## src/pkg/lia_regs.vh

```
// constants for the line imager acquisition and read-out sequencer
`ifndef LIA_REGS_VH
`define LIA_REGS_VH
`define LIA_CLK_MHZ 250
`define LIA_FLUSH_NS 200
`define LIA_SHIFT_NS 100
`define LIA_SAMPLE_NS 400
`define LIA_RDPULSE_NS 100
`define LIA_HOLD_NS 2000
`define LIA_CLEAR_NS 200
`define LIA_WAKE_NS 1000
`define LIA_NS2CYC(ns) (((ns) * `LIA_CLK_MHZ + 999) / 1000)
`define LIA_NS2CYC_DN(ns) (((ns) * `LIA_CLK_MHZ) / 1000)
`define LIA_SLOTS 4
`define LIA_PRELOAD 3
`define LIA_ADR_CTRL 4'h0
`define LIA_ADR_STAT 4'h4
`define LIA_ADR_CONF 4'h8
`define LIA_ADR_ID 4'hc
// identity value is arbitrary, names no real part
`define LIA_ID_VALUE 32'h0000a5c3
`endif

```

## src/lia_ctrl.v

```verilog
// acquisition and read-out sequencer of a line imager
//
// The Wishbone slave port and the register offsets were decided locally.
`timescale 1ns/1ps
`include "lia_regs.vh"
module lia_ctrl (
  // clock and reset
  input wire CLOCK,
  input wire RESET,
  // controller pins
  input wire EXPOSE_GATE_IN,
  input wire READ_IN,
  input wire PIXEL_FLUSH_IN,
  input wire FRAME_CLEAR_IN,
  input wire POWER_DOWN_IN,
  input wire CENTRE_REGION_SELECT,
  input wire [1:0] BIN_FACTOR_SELECT,
  // status pins
  output reg FRAME_READY,
  output reg LAST_PIXEL_FLAG,
  output reg PIXEL_VALID,
  output reg [10:0] PIXEL_INDEX,
  output reg VIDEO_HOLD,
  output reg POWERED_DOWN,
  // wishbone slave
  input wire WB_CYC_I,
  input wire WB_STB_I,
  input wire WB_WE_I,
  input wire [3:0] WB_ADR_I,
  input wire [3:0] WB_SEL_I,
  input wire [31:0] WB_DAT_I,
  output reg [31:0] WB_DAT_O,
  output reg WB_ACK_O
);
  localparam [15:0] FLUSH_C = `LIA_NS2CYC(`LIA_FLUSH_NS);
  localparam [15:0] SHIFT_C = `LIA_NS2CYC(`LIA_SHIFT_NS);
  localparam [15:0] SAMPLE_C = `LIA_NS2CYC(`LIA_SAMPLE_NS);
  localparam [15:0] RDPULSE_C = `LIA_NS2CYC(`LIA_RDPULSE_NS);
  localparam [15:0] HOLD_C = `LIA_NS2CYC_DN(`LIA_HOLD_NS);
  localparam [15:0] WAKE_C = `LIA_NS2CYC(`LIA_WAKE_NS);
  localparam [2:0] SLOTS = `LIA_SLOTS;
  localparam [10:0] PRELOAD = `LIA_PRELOAD;
  // acquisition states
  localparam [5:0] A_IDLE = 6'h01;
  localparam [5:0] A_FLUSH = 6'h02;
  localparam [5:0] A_EXPOSE = 6'h04;
  localparam [5:0] A_SHIFT = 6'h08;
  localparam [5:0] A_PFLUSH = 6'h10;
  localparam [5:0] A_DOWN = 6'h20;
  // read-out states
  localparam [3:0] R_IDLE = 4'h1;
  localparam [3:0] R_SAMPLE = 4'h2;
  localparam [3:0] R_CLOCK = 4'h4;
  localparam [3:0] R_HOLD = 4'h8;

  // timing at the pins, in clock cycles of this block
  // every controller pin input passes two flops, so edges act two or three cycles late
  // exposure gate rise in idle: flush, then exposure runs while gate stays high
  // exposure gate fall: shift into the store, then the frame count goes up
  // frame-ready follows the frame count one cycle later
  // read pulse: recognised on its fall, only if it stood long enough
  // a short high on the read pin is a read clock, never a read pulse
  // sampling runs a fixed span after the pulse; clocks in that span are lost
  // the first three clocks after sampling only fill the output pipeline
  // each later clock gives one pixel strobe with its index
  // the final clock raises the last-pixel flag and starts the video hold
  // the flag stays up until the next rising edge on the read pin
  // the video hold ends after its span or at the next accepted read pulse
  //
  // frame store bookkeeping
  // the count holds frames captured and not yet taken by a read pulse
  // a read pulse takes the oldest frame at once, so the count drops early
  // frame-ready must not follow that early drop for the last frame:
  // it stays up until the first read clock of that frame
  // a capture that ends in the cycle of a read pulse sees the lowered count
  // so a full store frees a slot as soon as the read pulse is taken
  // the compaction flag marks that the latest frame was stored while at least one other frame was held
  //
  // flush and clear
  // a pixel flush edge opens a window in which exposures are refused
  // pixel flush edges are only seen in idle with the gate low,
  // so they are lost while exposing or shifting
  // a frame clear edge in idle empties the store and runs a field flush
  // a clear together with a gate rise runs the exposure flush instead
  // a clear during a shift is lost; the controller must avoid it
  // a clear edge in idle aborts a read-out still in sampling
  // a frame already sampled may still be clocked out after a clear
  //
  // power-down
  // only entered with read-out idle, so a running frame is finished first
  // stored frames are dropped on entry
  // leaving it runs the wake flush before any exposure is accepted
  // reset lands in the same wake flush, so the down indication is high from the start
  //
  // region and binning
  // the pins are resampled at each accepted read pulse
  // the configuration register shows the count for the pins as they stand now
  // binning codes: 0 halves, 2 quarters, 1 and 3 read every pixel
  //
  // register port
  // a request is answered one cycle after it is seen, without wait states
  // the answer stands one cycle; a held request is answered again every second cycle
  // only the control bit is writable; other writes are dropped
  // the software hold-off bit only forces the down indication
  // it does not stop the sequencer, which keeps its own state
  //
  // limitation: the counters are 16 bits wide, ample for the chosen spans
  // limitation: read clocks beyond the frame's count are ignored in hold

  reg [4:0] s1_q;
  reg [4:0] s2_q;
  reg [4:0] s3_q;
  reg [1:0] bs1_q;
  reg [1:0] bs2_q;
  reg rs1_q;
  reg rs2_q;
  always @(posedge CLOCK) begin
    if (RESET) begin
      s1_q <= 5'h00;
      s2_q <= 5'h00;
      s3_q <= 5'h00;
      bs1_q <= 2'h0;
      bs2_q <= 2'h0;
      rs1_q <= 1'b0;
      rs2_q <= 1'b0;
    end else begin
      s1_q <= {POWER_DOWN_IN, FRAME_CLEAR_IN, PIXEL_FLUSH_IN, READ_IN, EXPOSE_GATE_IN};
      s2_q <= s1_q;
      s3_q <= s2_q;
      bs1_q <= BIN_FACTOR_SELECT;
      bs2_q <= bs1_q;
      rs1_q <= CENTRE_REGION_SELECT;
      rs2_q <= rs1_q;
    end
  end
  wire gate = s2_q[0];
  wire rd = s2_q[1];
  wire clr = s2_q[3];
  wire pdn = s2_q[4];
  wire gate_rise = s2_q[0] & ~s3_q[0];
  wire gate_fall = ~s2_q[0] & s3_q[0];
  wire rd_rise = s2_q[1] & ~s3_q[1];
  wire rd_fall = ~s2_q[1] & s3_q[1];
  wire pf_rise = s2_q[2] & ~s3_q[2];
  wire clr_rise = s2_q[3] & ~s3_q[3];

  reg [5:0] ast_q;
  reg [15:0] acnt_q;
  reg [2:0] nfr_q;
  reg compact_q;
  reg [15:0] pfwin_q;
  reg [3:0] rst_q;
  reg [15:0] rcnt_q;
  reg [15:0] rpw_q;
  reg [10:0] clk_q;
  reg [10:0] total_q;
  reg rd_own_q;
  reg ctl_q;
  reg frame_rd_q;
  reg rd_take;

  function [10:0] clocks_for;
    input roi;
    input [1:0] bin;
    reg [10:0] px;
    begin
      px = roi ? 11'd512 : 11'd1024;
      case (bin)
        2'd0: px = px >> 1;
        2'd2: px = px >> 2;
        default: px = px;
      endcase
      clocks_for = px + PRELOAD;
    end
  endfunction

  wire busy_rd = (rst_q != R_IDLE);
  always @(posedge CLOCK) begin
    if (RESET) begin
      ast_q <= A_DOWN;
      // reset runs the wake flush too
      acnt_q <= WAKE_C;
      nfr_q <= 3'd0;
      compact_q <= 1'b0;
      pfwin_q <= 16'h0000;
    end else begin
      if (pfwin_q != 16'h0000) pfwin_q <= pfwin_q - 16'h0001;
      if (rd_take) nfr_q <= nfr_q - 3'd1;
      case (ast_q)
        A_IDLE: begin
          if (clr_rise) begin
            nfr_q <= 3'd0;
            compact_q <= 1'b0;
            ast_q <= A_PFLUSH;
            acnt_q <= FLUSH_C;
            if (gate_rise) begin
              ast_q <= A_FLUSH;
            end
          end else if (pdn && !busy_rd) begin
            ast_q <= A_DOWN;
            nfr_q <= 3'd0;
            compact_q <= 1'b0;
          end else if (gate_rise && pfwin_q == 16'h0000 && (nfr_q - (rd_take ? 3'd1 : 3'd0)) < SLOTS) begin
            ast_q <= A_FLUSH;
            acnt_q <= FLUSH_C;
          end else if (pf_rise && !gate) begin
            pfwin_q <= FLUSH_C;
            ast_q <= A_PFLUSH;
            acnt_q <= FLUSH_C;
          end
        end
        A_FLUSH, A_PFLUSH: begin
          if (acnt_q > 16'h0001) begin
            acnt_q <= acnt_q - 16'h0001;
          end else if (ast_q == A_FLUSH) begin
            ast_q <= A_EXPOSE;
          end else begin
            ast_q <= A_IDLE;
          end
        end
        A_EXPOSE: begin
          if (gate_fall || !gate) begin
            ast_q <= A_SHIFT;
            acnt_q <= SHIFT_C;
          end
        end
        A_SHIFT: begin
          if (acnt_q > 16'h0001) begin
            acnt_q <= acnt_q - 16'h0001;
          end else begin
            compact_q <= (nfr_q - (rd_take ? 3'd1 : 3'd0)) != 3'd0;
            nfr_q <= nfr_q - (rd_take ? 3'd1 : 3'd0) + 3'd1;
            ast_q <= A_IDLE;
          end
        end
        A_DOWN: begin
          nfr_q <= 3'd0;
          if (pdn) begin
            acnt_q <= WAKE_C;
          end else if (acnt_q > 16'h0001) begin
            acnt_q <= acnt_q - 16'h0001;
          end else begin
            ast_q <= A_IDLE;
          end
        end
        default: ast_q <= A_IDLE;
      endcase
    end
  end

  // read pulse recognised on its falling edge once wide enough
  wire rd_pulse = rd_fall && rpw_q >= RDPULSE_C;
  always @* begin
    rd_take = 1'b0;
    if (rd_pulse && nfr_q != 3'd0 && ast_q != A_DOWN && !clr_rise) rd_take = 1'b1;
  end

  always @(posedge CLOCK) begin
    if (RESET) begin
      rst_q <= R_IDLE;
      rcnt_q <= 16'h0000;
      rpw_q <= 16'h0000;
      clk_q <= 11'd0;
      total_q <= 11'd0;
      rd_own_q <= 1'b0;
      frame_rd_q <= 1'b0;
      FRAME_READY <= 1'b0;
      LAST_PIXEL_FLAG <= 1'b0;
      PIXEL_VALID <= 1'b0;
      PIXEL_INDEX <= 11'd0;
      VIDEO_HOLD <= 1'b0;
    end else begin
      rpw_q <= rd ? ((rpw_q == 16'hffff) ? rpw_q : rpw_q + 16'h0001) : 16'h0000;
      PIXEL_VALID <= 1'b0;
      // flag falls on next read edge
      if (rd_rise) LAST_PIXEL_FLAG <= 1'b0;
      if (nfr_q != 3'd0 && !(rd_own_q && nfr_q == 3'd1)) FRAME_READY <= 1'b1;
      // last frame keeps ready until its first clock
      if (nfr_q == 3'd0 && !(rd_own_q && clk_q == 11'd0)) FRAME_READY <= 1'b0;
      if (ast_q == A_IDLE && clr_rise) FRAME_READY <= 1'b0;
      if (rd_take) begin
        rst_q <= R_SAMPLE;
        rcnt_q <= SAMPLE_C;
        rd_own_q <= 1'b1;
        frame_rd_q <= 1'b1;
        VIDEO_HOLD <= 1'b0;
        clk_q <= 11'd0;
        total_q <= clocks_for(rs2_q, bs2_q);
      end else if (ast_q == A_IDLE && clr_rise && rst_q == R_SAMPLE) begin
        rst_q <= R_IDLE;
        rd_own_q <= 1'b0;
      end else begin
        case (rst_q)
          R_IDLE: rd_own_q <= 1'b0;
          R_SAMPLE: begin
            if (rcnt_q > 16'h0001) rcnt_q <= rcnt_q - 16'h0001;
            else rst_q <= R_CLOCK;
          end
          R_CLOCK: begin
            if (rd_rise) begin
              if (clk_q == 11'd0 && nfr_q == 3'd0) FRAME_READY <= 1'b0;
              clk_q <= clk_q + 11'd1;
              if (clk_q >= PRELOAD) begin
                PIXEL_VALID <= 1'b1;
                PIXEL_INDEX <= clk_q - PRELOAD;
              end
              if (clk_q + 11'd1 == total_q) begin
                LAST_PIXEL_FLAG <= 1'b1;
                rst_q <= R_HOLD;
                rcnt_q <= HOLD_C;
                rd_own_q <= 1'b0;
              end
            end
          end
          R_HOLD: begin
            VIDEO_HOLD <= 1'b1;
            if (rcnt_q > 16'h0001) begin
              rcnt_q <= rcnt_q - 16'h0001;
            end else begin
              VIDEO_HOLD <= 1'b0;
              rst_q <= R_IDLE;
              frame_rd_q <= 1'b0;
            end
          end
          default: rst_q <= R_IDLE;
        endcase
      end
    end
  end

  // wishbone slave: one wait-free ack cycle
  reg [31:0] rdat;
  always @* begin
    rdat = 32'h00000000;
    case (WB_ADR_I)
      `LIA_ADR_CTRL: rdat = {31'h0, ctl_q};
      `LIA_ADR_STAT: rdat = {16'h0, rst_q, ast_q, compact_q, nfr_q, FRAME_READY, LAST_PIXEL_FLAG};
      `LIA_ADR_CONF: rdat = {21'h0, clocks_for(rs2_q, bs2_q)};
      `LIA_ADR_ID: rdat = `LIA_ID_VALUE;
      default: rdat = 32'h00000000;
    endcase
  end
  always @(posedge CLOCK) begin
    if (RESET) begin
      WB_ACK_O <= 1'b0;
      WB_DAT_O <= 32'h00000000;
      ctl_q <= 1'b0;
      POWERED_DOWN <= 1'b1;
    end else begin
      WB_ACK_O <= WB_CYC_I && WB_STB_I && !WB_ACK_O;
      if (WB_CYC_I && WB_STB_I && !WB_ACK_O) begin
        WB_DAT_O <= rdat;
        if (WB_WE_I && WB_ADR_I == `LIA_ADR_CTRL && WB_SEL_I[0]) ctl_q <= WB_DAT_I[0];
      end
      // software hold-off forces the down indication
      POWERED_DOWN <= (ast_q == A_DOWN) | ctl_q;
    end
  end
endmodule

```

## config.mk

```make
export PLATFORM = sky130hd
export DESIGN_NAME = lia_ctrl
export DESIGN_NICKNAME = d
export VERILOG_FILES = /design/src/lia_ctrl.v
export VERILOG_INCLUDE_DIRS = /design/src /design/src/pkg
export SDC_FILE = /design/constraint.sdc
export NUM_CORES = 1
export LEC_CHECK = 0
export ABC_AREA = 0
export BUFFER_PORTS_ARGS = -buffer_cell sky130_fd_sc_hd__buf_2
export CORE_ASPECT_RATIO = 1.1
export CORE_MARGIN = 5
export CORE_UTILIZATION = 52
export DETAILED_ROUTE_END_ITERATION = 8
export PLACE_DENSITY = 0.73
export SYNTH_ARGS = -nofsm -noshare
export SYNTH_HDL_FRONTEND = slang
export SYNTH_SLANG_ARGS = --single-unit
export TNS_END_PERCENT = 50
```

## constraint.sdc

```tcl
create_clock -name CLOCK -period 3.9 [get_ports CLOCK]
set_clock_uncertainty 0.2 [all_clocks]
set_input_delay 0.195 -clock CLOCK [delete_from_list [all_inputs] [get_ports CLOCK]]
set_output_delay 0.195 -clock CLOCK [all_outputs]
set_load 0.01 [all_outputs]
```

# Word level (Yosys, flattened, before mapping)
# Cells that the tools add are included.
[classes]
n_addsub = 11
magnitude_cmp = 5
eq_ne = 41
muxes = 76
bitwise_logic = 18
n_reduce_logical = 58
[ops]
columns = ["operator", "n"]
rows = [
  ["16-bit two-way mux", 16],
  ["16-bit case mux with 4 select lines", 2],
  ["6-bit two-way mux", 8],
  ["16-bit by 1-bit subtractor with 16-bit output (second input constant)", 3],
  ["11-bit two-way mux", 4],
  ["16-bit by 1-bit > comparator with 1-bit output (second input constant)", 2],
  ["16-bit case mux with 2 select lines", 1],
  ["6-bit case mux with 5 select lines", 1],
  ["1-bit two-way mux", 25],
  ["5-bit AND reduction", 5],
  ["11-bit by 2-bit adder with 11-bit output (second input constant)", 2],
  ["11-bit case mux with 2 select lines", 1],
  ["4-bit != test (second input constant)", 5],
  ["1-bit logical AND", 19],
  ["2-bit != test (second input constant)", 9],
  ["16-bit by 1-bit adder with 16-bit output (second input constant)", 1],
  ["16-bit == test (second input constant)", 1],
  ["16-bit by 5-bit greater-or-equal comparator with 1-bit output (second input constant)", 1],
  ["16-bit zero test", 1],
  ["4-bit two-way mux", 4],
  ["4-bit case mux with 4 select lines", 1],
  ["16-bit nonzero test", 1],
  ["3-bit two-way mux", 5],
  ["3-bit != test (second input constant)", 5],
  ["48 further kinds", 86],
]
[totals]
register_bits = 171
elab_cells = 238

# Depth between registers and ports, before layout
# Gate-level depths: netlist of run 1.
[logic_depth]
word_depth = 15
ltp_mapped = 16
depth_no_buf = 14

# Worst setup path before layout of run 1
# No wires, ideal clock.
[synth_path]
path_kind = "register to register"
startpoint = "register nfr_q[0]"
endpoint = "register acnt_q[6]"
setup_time_ns = 0.122
arrival_ns = 3.483
setup_slack_ns = 0.095
path_stages_with_launch = 17
path_buffers = 2
period_less_slack_ns = 3.805
cell_sequence = "dfxtp_1 inv_1 ha_1 nor2b_1 nor4b_1 o211a_1 buf_2 buf_1 ha_1 ha_1 xor2_1 a211oi_1 nand4_2 a32oi_4 and2_1 o21ai_0 a221o_1"
[synth_between]
elab_chain_cells = 13
elab_cells_between_ends = 15
classes_between = "1 x add/sub; 1 x order compare; 1 x eq/ne; 6 x mux; 6 x reduce/logical"
[synth_rtl]
columns = ["element", "line_no", "rtl"]
rows = [
  ["start, declared", "lia_ctrl.v:149", "reg [2:0] nfr_q;"],
  ["start signal, assigned", "lia_ctrl.v:188", "if (rd_take) nfr_q <= nfr_q - 3'd1;"],
  ["start signal, assigned", "lia_ctrl.v:232", "nfr_q <= nfr_q - (rd_take ? 3'd1 : 3'd0) + 3'd1;"],
  ["3-bit nonzero test *", "lia_ctrl.v:255", "if (rd_pulse && nfr_q != 3'd0 && ast_q != A_DOWN && !clr_rise) rd_take = 1'b1;"],
  ["1-bit logical AND * (3 in a row)", "lia_ctrl.v:255", ""],
  ["1-bit two-way mux *", "lia_ctrl.v:255", ""],
  ["via rd_take", "lia_ctrl.v:160", "reg rd_take;"],
  ["1-bit two-way mux *", "lia_ctrl.v:203", "end else if (gate_rise && pfwin_q == 16'h0000 && (nfr_q - (rd_take ? 3'd1 : 3'd0)) < SLOTS) begin"],
  ["3-bit by 1-bit subtractor with 3-bit output *", "lia_ctrl.v:203", ""],
  ["3-bit < comparator *", "lia_ctrl.v:203", ""],
  ["1-bit logical AND *", "lia_ctrl.v:203", ""],
  ["16-bit two-way mux", "lia_ctrl.v:203", ""],
  ["16-bit two-way mux", "lia_ctrl.v:199", "end else if (pdn && !busy_rd) begin"],
  ["16-bit two-way mux", "lia_ctrl.v:191", "if (clr_rise) begin"],
  ["16-bit case mux with 4 select lines", "lia_ctrl.v:189", "case (ast_q)"],
  ["end signal, assigned", "lia_ctrl.v:214", "acnt_q <= acnt_q - 16'h0001;"],
  ["end signal, assigned", "lia_ctrl.v:229", "acnt_q <= acnt_q - 16'h0001;"],
  ["end signal, assigned", "lia_ctrl.v:241", "acnt_q <= acnt_q - 16'h0001;"],
  ["end, declared", "lia_ctrl.v:148", "reg [15:0] acnt_q;"],
]
# Mark *: on every way through the listed nets, which the timed path passes. The rest lies on a longest branch. The select of a mux whose other input is x is not followed.
# A chain may end at the register's enable or synchronous reset.

# Worst setup path in the final report of run 1
[layout_path]
startpoint = "register nfr_q[1]"
endpoint = "register acnt_q[6]"
[layout_between]
elab_chain_cells = 13
elab_cells_between_ends = 15
classes_between = "1 x add/sub; 1 x order compare; 1 x eq/ne; 6 x mux; 6 x reduce/logical"
[layout_rtl]
columns = ["element", "line_no"]
rows = [
  ["3-bit nonzero test", "lia_ctrl.v:255"],
  ["1-bit logical AND (3 in a row)", "lia_ctrl.v:255"],
  ["1-bit two-way mux", "lia_ctrl.v:255"],
  ["1-bit two-way mux", "lia_ctrl.v:203"],
  ["3-bit by 1-bit subtractor with 3-bit output *", "lia_ctrl.v:203"],
  ["3-bit < comparator *", "lia_ctrl.v:203"],
  ["1-bit logical AND *", "lia_ctrl.v:203"],
  ["16-bit two-way mux", "lia_ctrl.v:203"],
  ["16-bit two-way mux", "lia_ctrl.v:199"],
  ["16-bit two-way mux", "lia_ctrl.v:191"],
  ["16-bit case mux with 4 select lines", "lia_ctrl.v:189"],
]
# Mark *: on every way between the ends. The rest lies on a longest branch, timed or not. The select of a mux whose other input is x is not followed.

==> results of run 1 <==
area by class of cell:
type | instances | area (um2) | share of cell area, %
multi-input cells | 691 | 4295 | 49.13
flip-flops and latches | 149 | 2983 | 34.12
repair buffers | 83 | 530.5 | 6.068
clock buffers | 18 | 429.2 | 4.908
well taps | 192 | 240.2 | 2.748
clock inverters | 14 | 175.2 | 2.003
inverters | 24 | 90.09 | 1.030
layer usage:
metal | GRT usage [%] | up-vias
met1 | 25.52 | 3018
met5 | 0 | -
li1 | - | 3297
met3 | 4.692 | 28
met4 | 6.734 | 0
met2 | 31.33 | 151
placed cells by master (no fill, tap or decap), drive strengths merged, types with 16 or more instances in the layout:
cell    instances
conb           16
inv            28
ha             17
nand3          27
xor2           35
clkbuf         18
nor2          136
nand2          69
buf            69
nor3           26
xnor2          26
o21ai          28
nor4           18
a21oi          62
nor2b          30
dfxtp         149
final timing paths:
path	startpoint	depth (start not counted)	end	slack [ns]
worst max-delay path	nfr_q[1]	14	acnt_q[6]	0.40
worst min-delay path	RESET	2	s1_q[2]	0.04
worst max register to register	nfr_q[1]	14	acnt_q[6]	0.40
worst min register to register	s1_q[4]	1	s2_q[4]	0.24
through the flow:
step	total power, W	instance area [um2]	instances	utilization [%]	hold slack [ns]
6_report	0.004242	8743	1171	60.52	0.03862
5_1_grt	0.004466	8743	1171	60.52	0.06482
4_1_cts	0.004258	8727	1169	60.41	0.02049
3_5_place_dp	0.002561	7983	1123	55.26	0.2071
3_3_place_gp	0.002546	7983	1123	55.26	0.2021
2_1_floorplan	0.002399	7735	934	-	0.1232
flip-flops by register name (all words and copies together) (netlist names), 2 cells and up, named ones only:
signal and flops:
PIXEL_INDEX 11, WB_DAT_O 16, acnt_q 16, ast_q 6, bs1_q 2, bs2_q 2, clk_q 11, nfr_q 3
pfwin_q 16, rcnt_q 16, rpw_q 16, rst_q 4, s1_q 5, s2_q 5, s3_q 4, total_q 5
cells by family after synthesis:
family / share of synthesized area, %
fa+ha+maj: 2.770
buf+inv: 5.964
xor+xnor: 6.958
compound gates: 16.62
other cells: 0.04884
simple gates: 27.62
mux: 1.173
flops: 38.85
power breakdown:
part	leakage [nW]	total, W	internal, W	switching (W)
Sequential	1.21	0.00175	0.00164	0.000110
Combinational	1.96	0.000820	0.000342	0.000478
Clock	0.299	0.00168	0.00101	0.000664
Total	3.47	0.00424	0.00299	0.00125
repair_timing:
action | in CTS | in global routing
hold endpoints to repair | 15 | 0
resized for setup | 0 | 1
setup endpoints to repair | 0 | 2
hold buffers | 14 | 0
buffers inserted | 0 | 2
==> summary.md, run 1 <==
| Metric | Value |
|---|---|
| Ant diodes | 0 |
| WL met2 | 7573 um |
| Dpl hpwl | 11470 um |
| Core area | 0.01445 mm2 |
| Vias | 6494 |
| DRT iter0 DRCs | 460 |
| Die area | 0.01730 mm2 |
| Ys flop type | dfxtp_1 |
| Worst setup EP type | flop |
| Final RePlAce weighted congestion | 0.8354 |
| Initial antenna violation count | 0 |
| Largest stage delay on the critical path | 0.37 ns |
| Initial Util | 53.15% |
| Worst Tran Pin Value | 1.104 ns |
| Fillers | 1271 |
| Share of the synthesized area in the top cell type | 38.85% |
| Std cell rows | 46 |
| Achievable frequency | 0.2854 GHz |
| Clock Tree Root | clkbuf_16 |
| VDD IR max | 0.2985 mV |
| IO Count | 102 |
| Setup-failing EPs final | 0 |
| Yosys cell types | 77 |
| Leakage | 3.472 nW |
| Final Critical Period | 3.504 ns |
| Cell Area, Synth | 0.007679 mm2 |
| Top Metal Used | met4 |
| EDFF count, synth | 0 |
| HP Class | primary input to flop |
| DRT Pass-1 Iters | 5 |
| Cts bufs inserted | 17 |
| Final period utilization | 89.85% |
| Worst setup SP type | flop |
| FF+latch count, synth | 149 |
| First-pass GRT wire length | 27930 um |
| Area grow syn2layout | 13.87% |
| Worst EP arrival | 3.62 ns |
| Slew Limit Fails | 0 |
| Delay-heaviest family, CP | compound AO/OA/AOI/OAI gates |
| RSZ-0062 raised after global routing | false |
| PD cells | 485.1 mW/mm2 |
| Die Ht | 137.5 um |
| Number of global-route vias before repair | 5912 |
| CP max FO | 7 |
| DRC viols | 0 |
| GRT Util Overall | 19.38% |
| Post-synth top cells | dfxtp_1, nor2_1, nand2_1, a21oi_1, xor2_1 |
| Via density | 5.546 |
| Clock Sinks | 149 |
| Clk slew on worst S/H paths | 0.06 ns |
| CP Class | flop to flop |
| Fin worst setup slack | 0.3958 ns |
| Wire per inst | 14.23 um |
| Synth Instances | 919 |
| Max Cap Viol | 0 |
| Status | complete, no violations |
| CTS tree | built |
| Critical path required time | 4.02 ns |
| H-tree depth | 4 |
| Place WS | 0.2684 ns |
| FFs w/ async S/R, synth | 0% |
| CP Buf/Inv Count | 1 |
| Metal3 WL | 889 um |
| Worst skew pair latency | 0.43 ns |
| Yosys warns | 0 |
| # nets final | 1036 |
| Number of port buffers | 51 |
| Seq/Total Area, Yosys | 38.85% |
| Most frequent CP cell | ha_1 |
| Setup TNS | 0 ns |
| Most frequent cell after synthesis | dfxtp_1 |
| CP cell instances | inv_1 > ha_1 > nor2b_1 > nor4b_1 > o211a_1 > ha_1 > ha_1 > xor2_1 > a211oi_1 > nand4_2 > a32oi_4 > and2_2 > o21ai_0 > a221o_1 |
| Maximum buffer depth of the clock tree | 2 |
| Detailed Route WL | 16660 um |
| Syn_area_per_cell | 8.355 um2 |
| Antenna-violating nets left | 0 |
| Final hold vios | 0 |
| Die width | 125.9 um |
| Largest net degree at the start of global routing | 52 |
| Final global-route overflow total | 0 |
| Layout cells sized above 1 | 13.18% |
| CP max-delay cell | a32oi_4 |
| Rel. slew slack | 26.27% |
| M1 wire length | 7873 um |
| Top cells by area, synth | dfxtp_1, nor2_1, xor2_1, a21oi_1, nand2_1 |
| Post-synth top area cell | dfxtp_1 |
(Power assumes the default switching activity.)
==> run 2, diff against run 1 <==
--- a/config.mk
+++ b/config.mk
@@ -8,11 +8,13 @@
 export LEC_CHECK = 0
 export ABC_AREA = 0
 export BUFFER_PORTS_ARGS = -buffer_cell sky130_fd_sc_hd__buf_2
+export CELL_PAD_IN_SITES_DETAIL_PLACEMENT = 2
+export CELL_PAD_IN_SITES_GLOBAL_PLACEMENT = 2
 export CORE_ASPECT_RATIO = 1.1
 export CORE_MARGIN = 5
-export CORE_UTILIZATION = 52
+export CORE_UTILIZATION = 31
 export DETAILED_ROUTE_END_ITERATION = 8
-export PLACE_DENSITY = 0.73
+export PLACE_DENSITY = 0.72
 export SYNTH_ARGS = -nofsm -noshare
 export SYNTH_HDL_FRONTEND = slang
 export SYNTH_SLANG_ARGS = --single-unit
==> run 2 against run 1 <==
Worst setup slack worse by 0.11 ns. Clock-buffer cell count up 2. Hold slack got worse by 0.014 ns. Non-clock buffer count rose by 1. Clock power rose by 13%. Power up 6.3%. Sequential cell count is the same. Critical endpoint unchanged.
==> summary.md, run 2 (synthesized netlist as in run 1, its figures left out) <==
| Metric | Value |
|---|---|
| Worst skew pair latency | 0.43 ns |
| Worst setup EP type | flop |
| Setup-failing EPs final | 0 |
| Std cell rows | 60 |
| Final period utilization | 92.64% |
| GRT met3 Usage | 3.138% |
| Number of global-route vias before repair | 7202 |
| M1 GR Usage | 20.19% |
| CP cell instances | inv_1 > ha_1 > nor2b_1 > nor4b_1 > o211a_1 > ha_1 > ha_1 > xor2_1 > a211oi_1 > nand4_2 > a32oi_4 > and2_2 > o21ai_0 > a221o_1 |
| CP max-delay cell | a32oi_4 |
| Worst R2R Start | nfr_q[0] |
| CP Class | flop to flop |
| Max Cap Viol | 0 |
| Final Critical Period | 3.613 ns |
| Achievable frequency | 0.2768 GHz |
| Cts bufs inserted | 17 |
| DRT iter0 DRCs | 207 |
| HP Class | primary input to flop |
| First-pass GRT wire length | 37160 um |
| Worst setup SP type | flop |
| Largest net degree at the start of global routing | 50 |
| Slew Limit Fails | 0 |
| IO Count | 102 |
| Clock Sinks | 149 |
| DRC viols | 0 |
| R2R depth | 14 |
| Die width | 160.1 um |
| H-tree depth | 4 |
| HP Start | WB_WE_I |
| Final hold vios | 0 |
| Status | complete, no violations |
| Flop-to-flop setup slack | 0.29 ns |
| WHS Endpoint | ctl_q |
| Dpl hpwl | 15360 um |
| Final global-route overflow total | 0 |
| Ant diodes | 0 |
| Commonest non-fill, non-tap cell in the layout | dfxtp_1 |
| Antenna-violating nets left | 0 |
| DRT Pass-1 Iters | 4 |
| Rel. slew slack | 39.89% |
| GR peak layer | met2 |
| Most frequent CP cell | ha_1 |
| Final RePlAce weighted congestion | 0.7572 |
| Most frequent cells in the layout | dfxtp_1, nor2_1, nand2_1, a21oi_1, buf_2 |
| Area grow syn2layout | 16.85% |
| Largest stage delay on the critical path | 0.40 ns |
| Worst R2R End | acnt_q[6] |
| Detailed Route WL | 21960 um |
| Vias | 6728 |
| Initial antenna violation count | 0 |
| Clock Tree Root | clkbuf_16 |
| Delay-heaviest family, CP | compound AO/OA/AOI/OAI gates |
| PD cells | 502.6 mW/mm2 |
| Worst EP arrival | 3.73 ns |
| CP max FO | 8 |
| Layout cells sized above 1 | 13.27% |
| Critical path required time | 4.02 ns |
| Worst Tran Pin Value | 0.8892 ns |
| CTS tree | built |
| Die area | 0.02802 mm2 |
| Core area | 0.02447 mm2 |
| # nets final | 1037 |
| Wire per inst | 17.02 um |
| Initial Util | 31.38% |
| WHS | 0.02503 ns |
| CP Buf/Inv Count | 1 |
| M2 GR Usage | 27.58% |
| Hold path depth | 5 |
| Setup TNS | 0 ns |
| Clk slew on worst S/H paths | 0.07 ns |
| RSZ-0062 raised after global routing | false |
| GRT Util Overall | 15.79% |
| Maximum buffer depth of the clock tree | 2 |
| Die Ht | 175.1 um |
| Via density | 5.216 |
| Number of port buffers | 51 |
| VDD IR max | 0.2400 mV |
| Leakage | 3.511 nW |
==> run 2: where the power goes <==
group	total (W)	leakage [nW]	switching (W)	internal [W]
combinational	0.000871	1.98	0.000530	0.000340
sequential	0.00173	1.21	0.0000999	0.00164
clock	0.00190	0.325	0.000683	0.00122
==> run 2: final cells by class <==
type | count | area (um2)
sequential | 149 | 2983
clock inverter | 12 | 224.0
inverter | 24 | 90.09
fill | 2752 | 15500
timing repair buffer | 84 | 538.0
clock buffer | 20 | 446.7
tap | 310 | 387.9
multi-input combinational | 691 | 4303
==> run 2: per-stage QoR <==
step | power [W] | setup WS, ns | util [%] | cells | area, um2
4_1_cts | 0.004569 | 0.1474 | 36.63 | 1290 | 8964
6_report | 0.004510 | 0.2870 | 36.66 | 1290 | 8972
2_1_floorplan | 0.002399 | 0.09506 | - | 934 | 7735
3_3_place_gp | 0.002594 | 0.2731 | 33.35 | 1245 | 8163
3_5_place_dp | 0.002622 | 0.1620 | 33.35 | 1245 | 8163
5_1_grt | 0.004740 | 0.01011 | 36.66 | 1290 | 8972
==> run 2: repair_timing <==
action	in CTS	in global routing
setup buffers	0	0
resized for setup	0	2
endpoints found under the hold margin	14	0
hold buffers	13	0
setup endpoints to repair	0	9
==> run 2: how the worst max path moves through the flow <==
stage	from	to	slack, ns	depth (start not counted)
final	nfr_q[0]	acnt_q[6]	0.29	14
after global routing	nfr_q[0]	acnt_q[14]	0.01	14
after CTS	nfr_q[1]	acnt_q[3]	0.15	14
after detailed placement	nfr_q[1]	acnt_q[6]	0.16	14
after global placement	nfr_q[0]	acnt_q[6]	0.27	14
after floorplan	nfr_q[0]	acnt_q[6]	0.1	16
==> run 2: tightest hold or removal path: cells and delay by family <==
kind | cells | cell delay, ns
buffers and inverters | 1 | 0.10
muxes | 1 | 0.12
and+or+nand+nor | 3 | 0.20
==> run 2: routing by layer <==
layer	up-vias	wire length (um)
met2	85	10580
met1	3328	10620
li1	3303	-
met5	-	0
met4	0	179
met3	12	583
==> run 3, diff against run 2 <==
--- a/config.mk
+++ b/config.mk
@@ -8,13 +8,15 @@
 export LEC_CHECK = 0
 export ABC_AREA = 0
 export BUFFER_PORTS_ARGS = -buffer_cell sky130_fd_sc_hd__buf_2
+export CAP_MARGIN = 25
 export CELL_PAD_IN_SITES_DETAIL_PLACEMENT = 2
 export CELL_PAD_IN_SITES_GLOBAL_PLACEMENT = 2
 export CORE_ASPECT_RATIO = 1.1
 export CORE_MARGIN = 5
-export CORE_UTILIZATION = 31
+export CORE_UTILIZATION = 32
+export CTS_BUF_LIST = sky130_fd_sc_hd__clkbuf_8
 export DETAILED_ROUTE_END_ITERATION = 8
-export PLACE_DENSITY = 0.72
+export PLACE_DENSITY = 0.75
 export SYNTH_ARGS = -nofsm -noshare
 export SYNTH_HDL_FRONTEND = slang
 export SYNTH_SLANG_ARGS = --single-unit
==> run 3 against run 2 <==
Core utilization is 0.28 points higher. First-iteration DRC count is 9.7% higher. Sequential power hardly changed. Maximum frequency grew 1.0%. Register-to-register slack improved by 0.04 ns. Sequential share of layout area grew 0.93 points. Combinational power is 3.2% higher. Design area is 2.7% lower. Non-clock buffer count grew 4. Critical path type unchanged.
==> summary.md, run 3 (synthesized netlist as in run 1, its figures left out) <==
| Metric | Value |
|---|---|
| Status | complete, no violations |
| Number of port buffers | 51 |
| Number of global-route vias before repair | 7272 |
| Clock Sinks | 149 |
| Worst skew pair latency | 0.45 ns |
| HP Start | RESET |
| Place WS | 0.07836 ns |
| DRT Pass-1 Iters | 4 |
| Maximum buffer depth of the clock tree | 2 |
| CP Class | flop to flop |
| Die Ht | 172.5 um |
| Die area | 0.02720 mm2 |
| Ant diodes | 0 |
| # nets final | 1041 |
| Slew Limit Fails | 0 |
| Largest net degree at the start of global routing | 48 |
| Placed cells | 1241 |
| Detailed Route WL | 22250 um |
| Final RePlAce weighted congestion | 0.7468 |
| Commonest non-fill, non-tap cell in the layout | dfxtp_1 |
| Final Cell Area | 0.008727 mm2 |
| WHS Endpoint | s1_q[1] |
| Layout cells sized above 1 | 13.41% |
| H-tree depth | 4 |
| Clock Tree Root | clkbuf_8 |
| Max Cap Viol | 0 |
| Dpl hpwl | 15800 um |
| Leakage | 3.398 nW |
| Final period utilization | 91.72% |
| Vias | 6824 |
| Final Critical Period | 3.577 ns |
| Core area | 0.02362 mm2 |
| Initial Util | 32.51% |
| Area grow syn2layout | 13.65% |
| Post-Layout Cell Count | 1289 |
| Final hold vios | 0 |
| Antenna-violating nets left | 0 |
| CP max-delay cell | or3_1 |
| Most frequent cells in the layout | dfxtp_1, nor2_1, nand2_1, a21oi_1, buf_2 |
| Cts bufs inserted | 17 |
| DRC viols | 0 |
| PD cells | 435.3 mW/mm2 |
| Fillers | 2701 |
| Std cell rows | 59 |
| Largest stage delay on the critical path | 0.40 ns |
| Most frequent CP cell | ha_1 |
| Worst EP arrival | 3.75 ns |
| CP max FO | 8 |
| Achievable frequency | 0.2796 GHz |
| DRT iter0 DRCs | 227 |
| CP cell instances | inv_1 > ha_1 > nor2b_1 > nor4b_1 > o211a_1 > ha_1 > ha_1 > xor2_1 > a211oi_2 > nand4_2 > a32oi_4 > buf_12 > nand2_2 > or3_1 > o31ai_1 |
| Fin worst setup slack | 0.3229 ns |
| CTS tree | built |
| Die width | 157.7 um |
| R2R depth | 15 |
| Worst R2R Start | nfr_q[1] |
| Clk slew on worst S/H paths | 0.09 ns |
| Final Util | 36.94% |
| GRT Util Overall | 16.50% |
| Worst setup SP type | flop |
| First-pass GRT wire length | 36670 um |
| Via density | 5.294 |
| Hold path depth | 2 |
| Placed cell area | 0.008164 mm2 |
| HP Class | primary input to flop |
| Worst R2R End | acnt_q[0] |
| Wire per inst | 17.26 um |
| Rel. slew slack | 43.39% |
| Critical path required time | 4.07 ns |
| VDD IR max | 0.1375 mV |
| Initial antenna violation count | 0 |
| IO Count | 102 |
| Setup-failing EPs final | 0 |
| Worst Tran Pin Value | 0.8403 ns |
| Flop-to-flop setup slack | 0.32 ns |
| Worst setup EP type | flop |
| WHS | 0.008971 ns |
| Final global-route overflow total | 0 |
[run 3: cell count changes in the layout (fill, tap and decap cells not counted), sizes merged]
cell	previous run	this run
bufinv	6	1
buf	71	73
clkinv	3	5
clkinvlp	1	3
dlygate4sd3	13	15
inv	26	27
[run 3: what timing repair did]
item,CTS,global route
resized for setup,0,2
hold endpoints to repair,15,0
buffers inserted,0,1
hold buffers,15,0
endpoints found under the setup margin,0,11
[run 3: worst max-delay path: cells and delay by family (launching register included)]
family	cells	cell delay [ns]
AOI/OAI and AO/OA	4	0.85
and+or+nand+nor	5	1.10
xor gates and xnor gates	1	0.14
adders and majority gates	3	0.56
buffers and inverters	2	0.27
DFF	1	0.37
[run 3: power breakdown]
| part | switching, W | internal (W) | total [W] |
|---|---|---|---|
| registers | 0.0000993 | 0.00163 | 0.00173 |
| logic | 0.000541 | 0.000358 | 0.000899 |
| clock network | 0.000615 | 0.000553 | 0.00117 |
[run 3: how the worst max path moves through the flow]
stage,cells after the start,startpoint,slack [ns],to
floorplan,16,nfr_q[0],0.1,acnt_q[6]
global placement,14,nfr_q[0],0.25,acnt_q[6]
detailed placement,14,nfr_q[1],0.08,acnt_q[3]
CTS,14,nfr_q[1],0.08,acnt_q[3]
global route,15,nfr_q[1],-0.002,acnt_q[14]
finish,15,nfr_q[1],0.32,acnt_q[0]
[run 3: area by class of cell]
cell class                 instances  area [um2]  share of cell area [%]
multi-input combinational        691        4307                   49.35
inverter                          24       90.09                   1.032
tap                              305       381.6                   4.373
sequential                       149        2983                   34.18
timing repair buffer              88       585.6                   6.710
clock inverter                    12       105.1                   1.204
clock buffer                      20       275.3                   3.154
[run 3: routing by layer]
metal  global-route usage [%]  vias up  part of all wire (%)
li1                         -     3299                     -
met1                    20.80     3396                    46
met2                    29.43      110                    49
met3                    2.753       19                   3.4
met4                    3.779        0                  0.94
met5                        0        -                     0
[run 3: metrics by stage]
| stage | total power (W) | setup TNS [ns] |
|---|---|---|
| finish | 0.003799 | 0 |
| detailed placement | 0.002630 | 0 |
| floorplan | 0.002399 | 0 |
| global route | 0.004025 | -0.002178 |
| global placement | 0.002593 | 0 |
| CTS | 0.003823 | 0 |
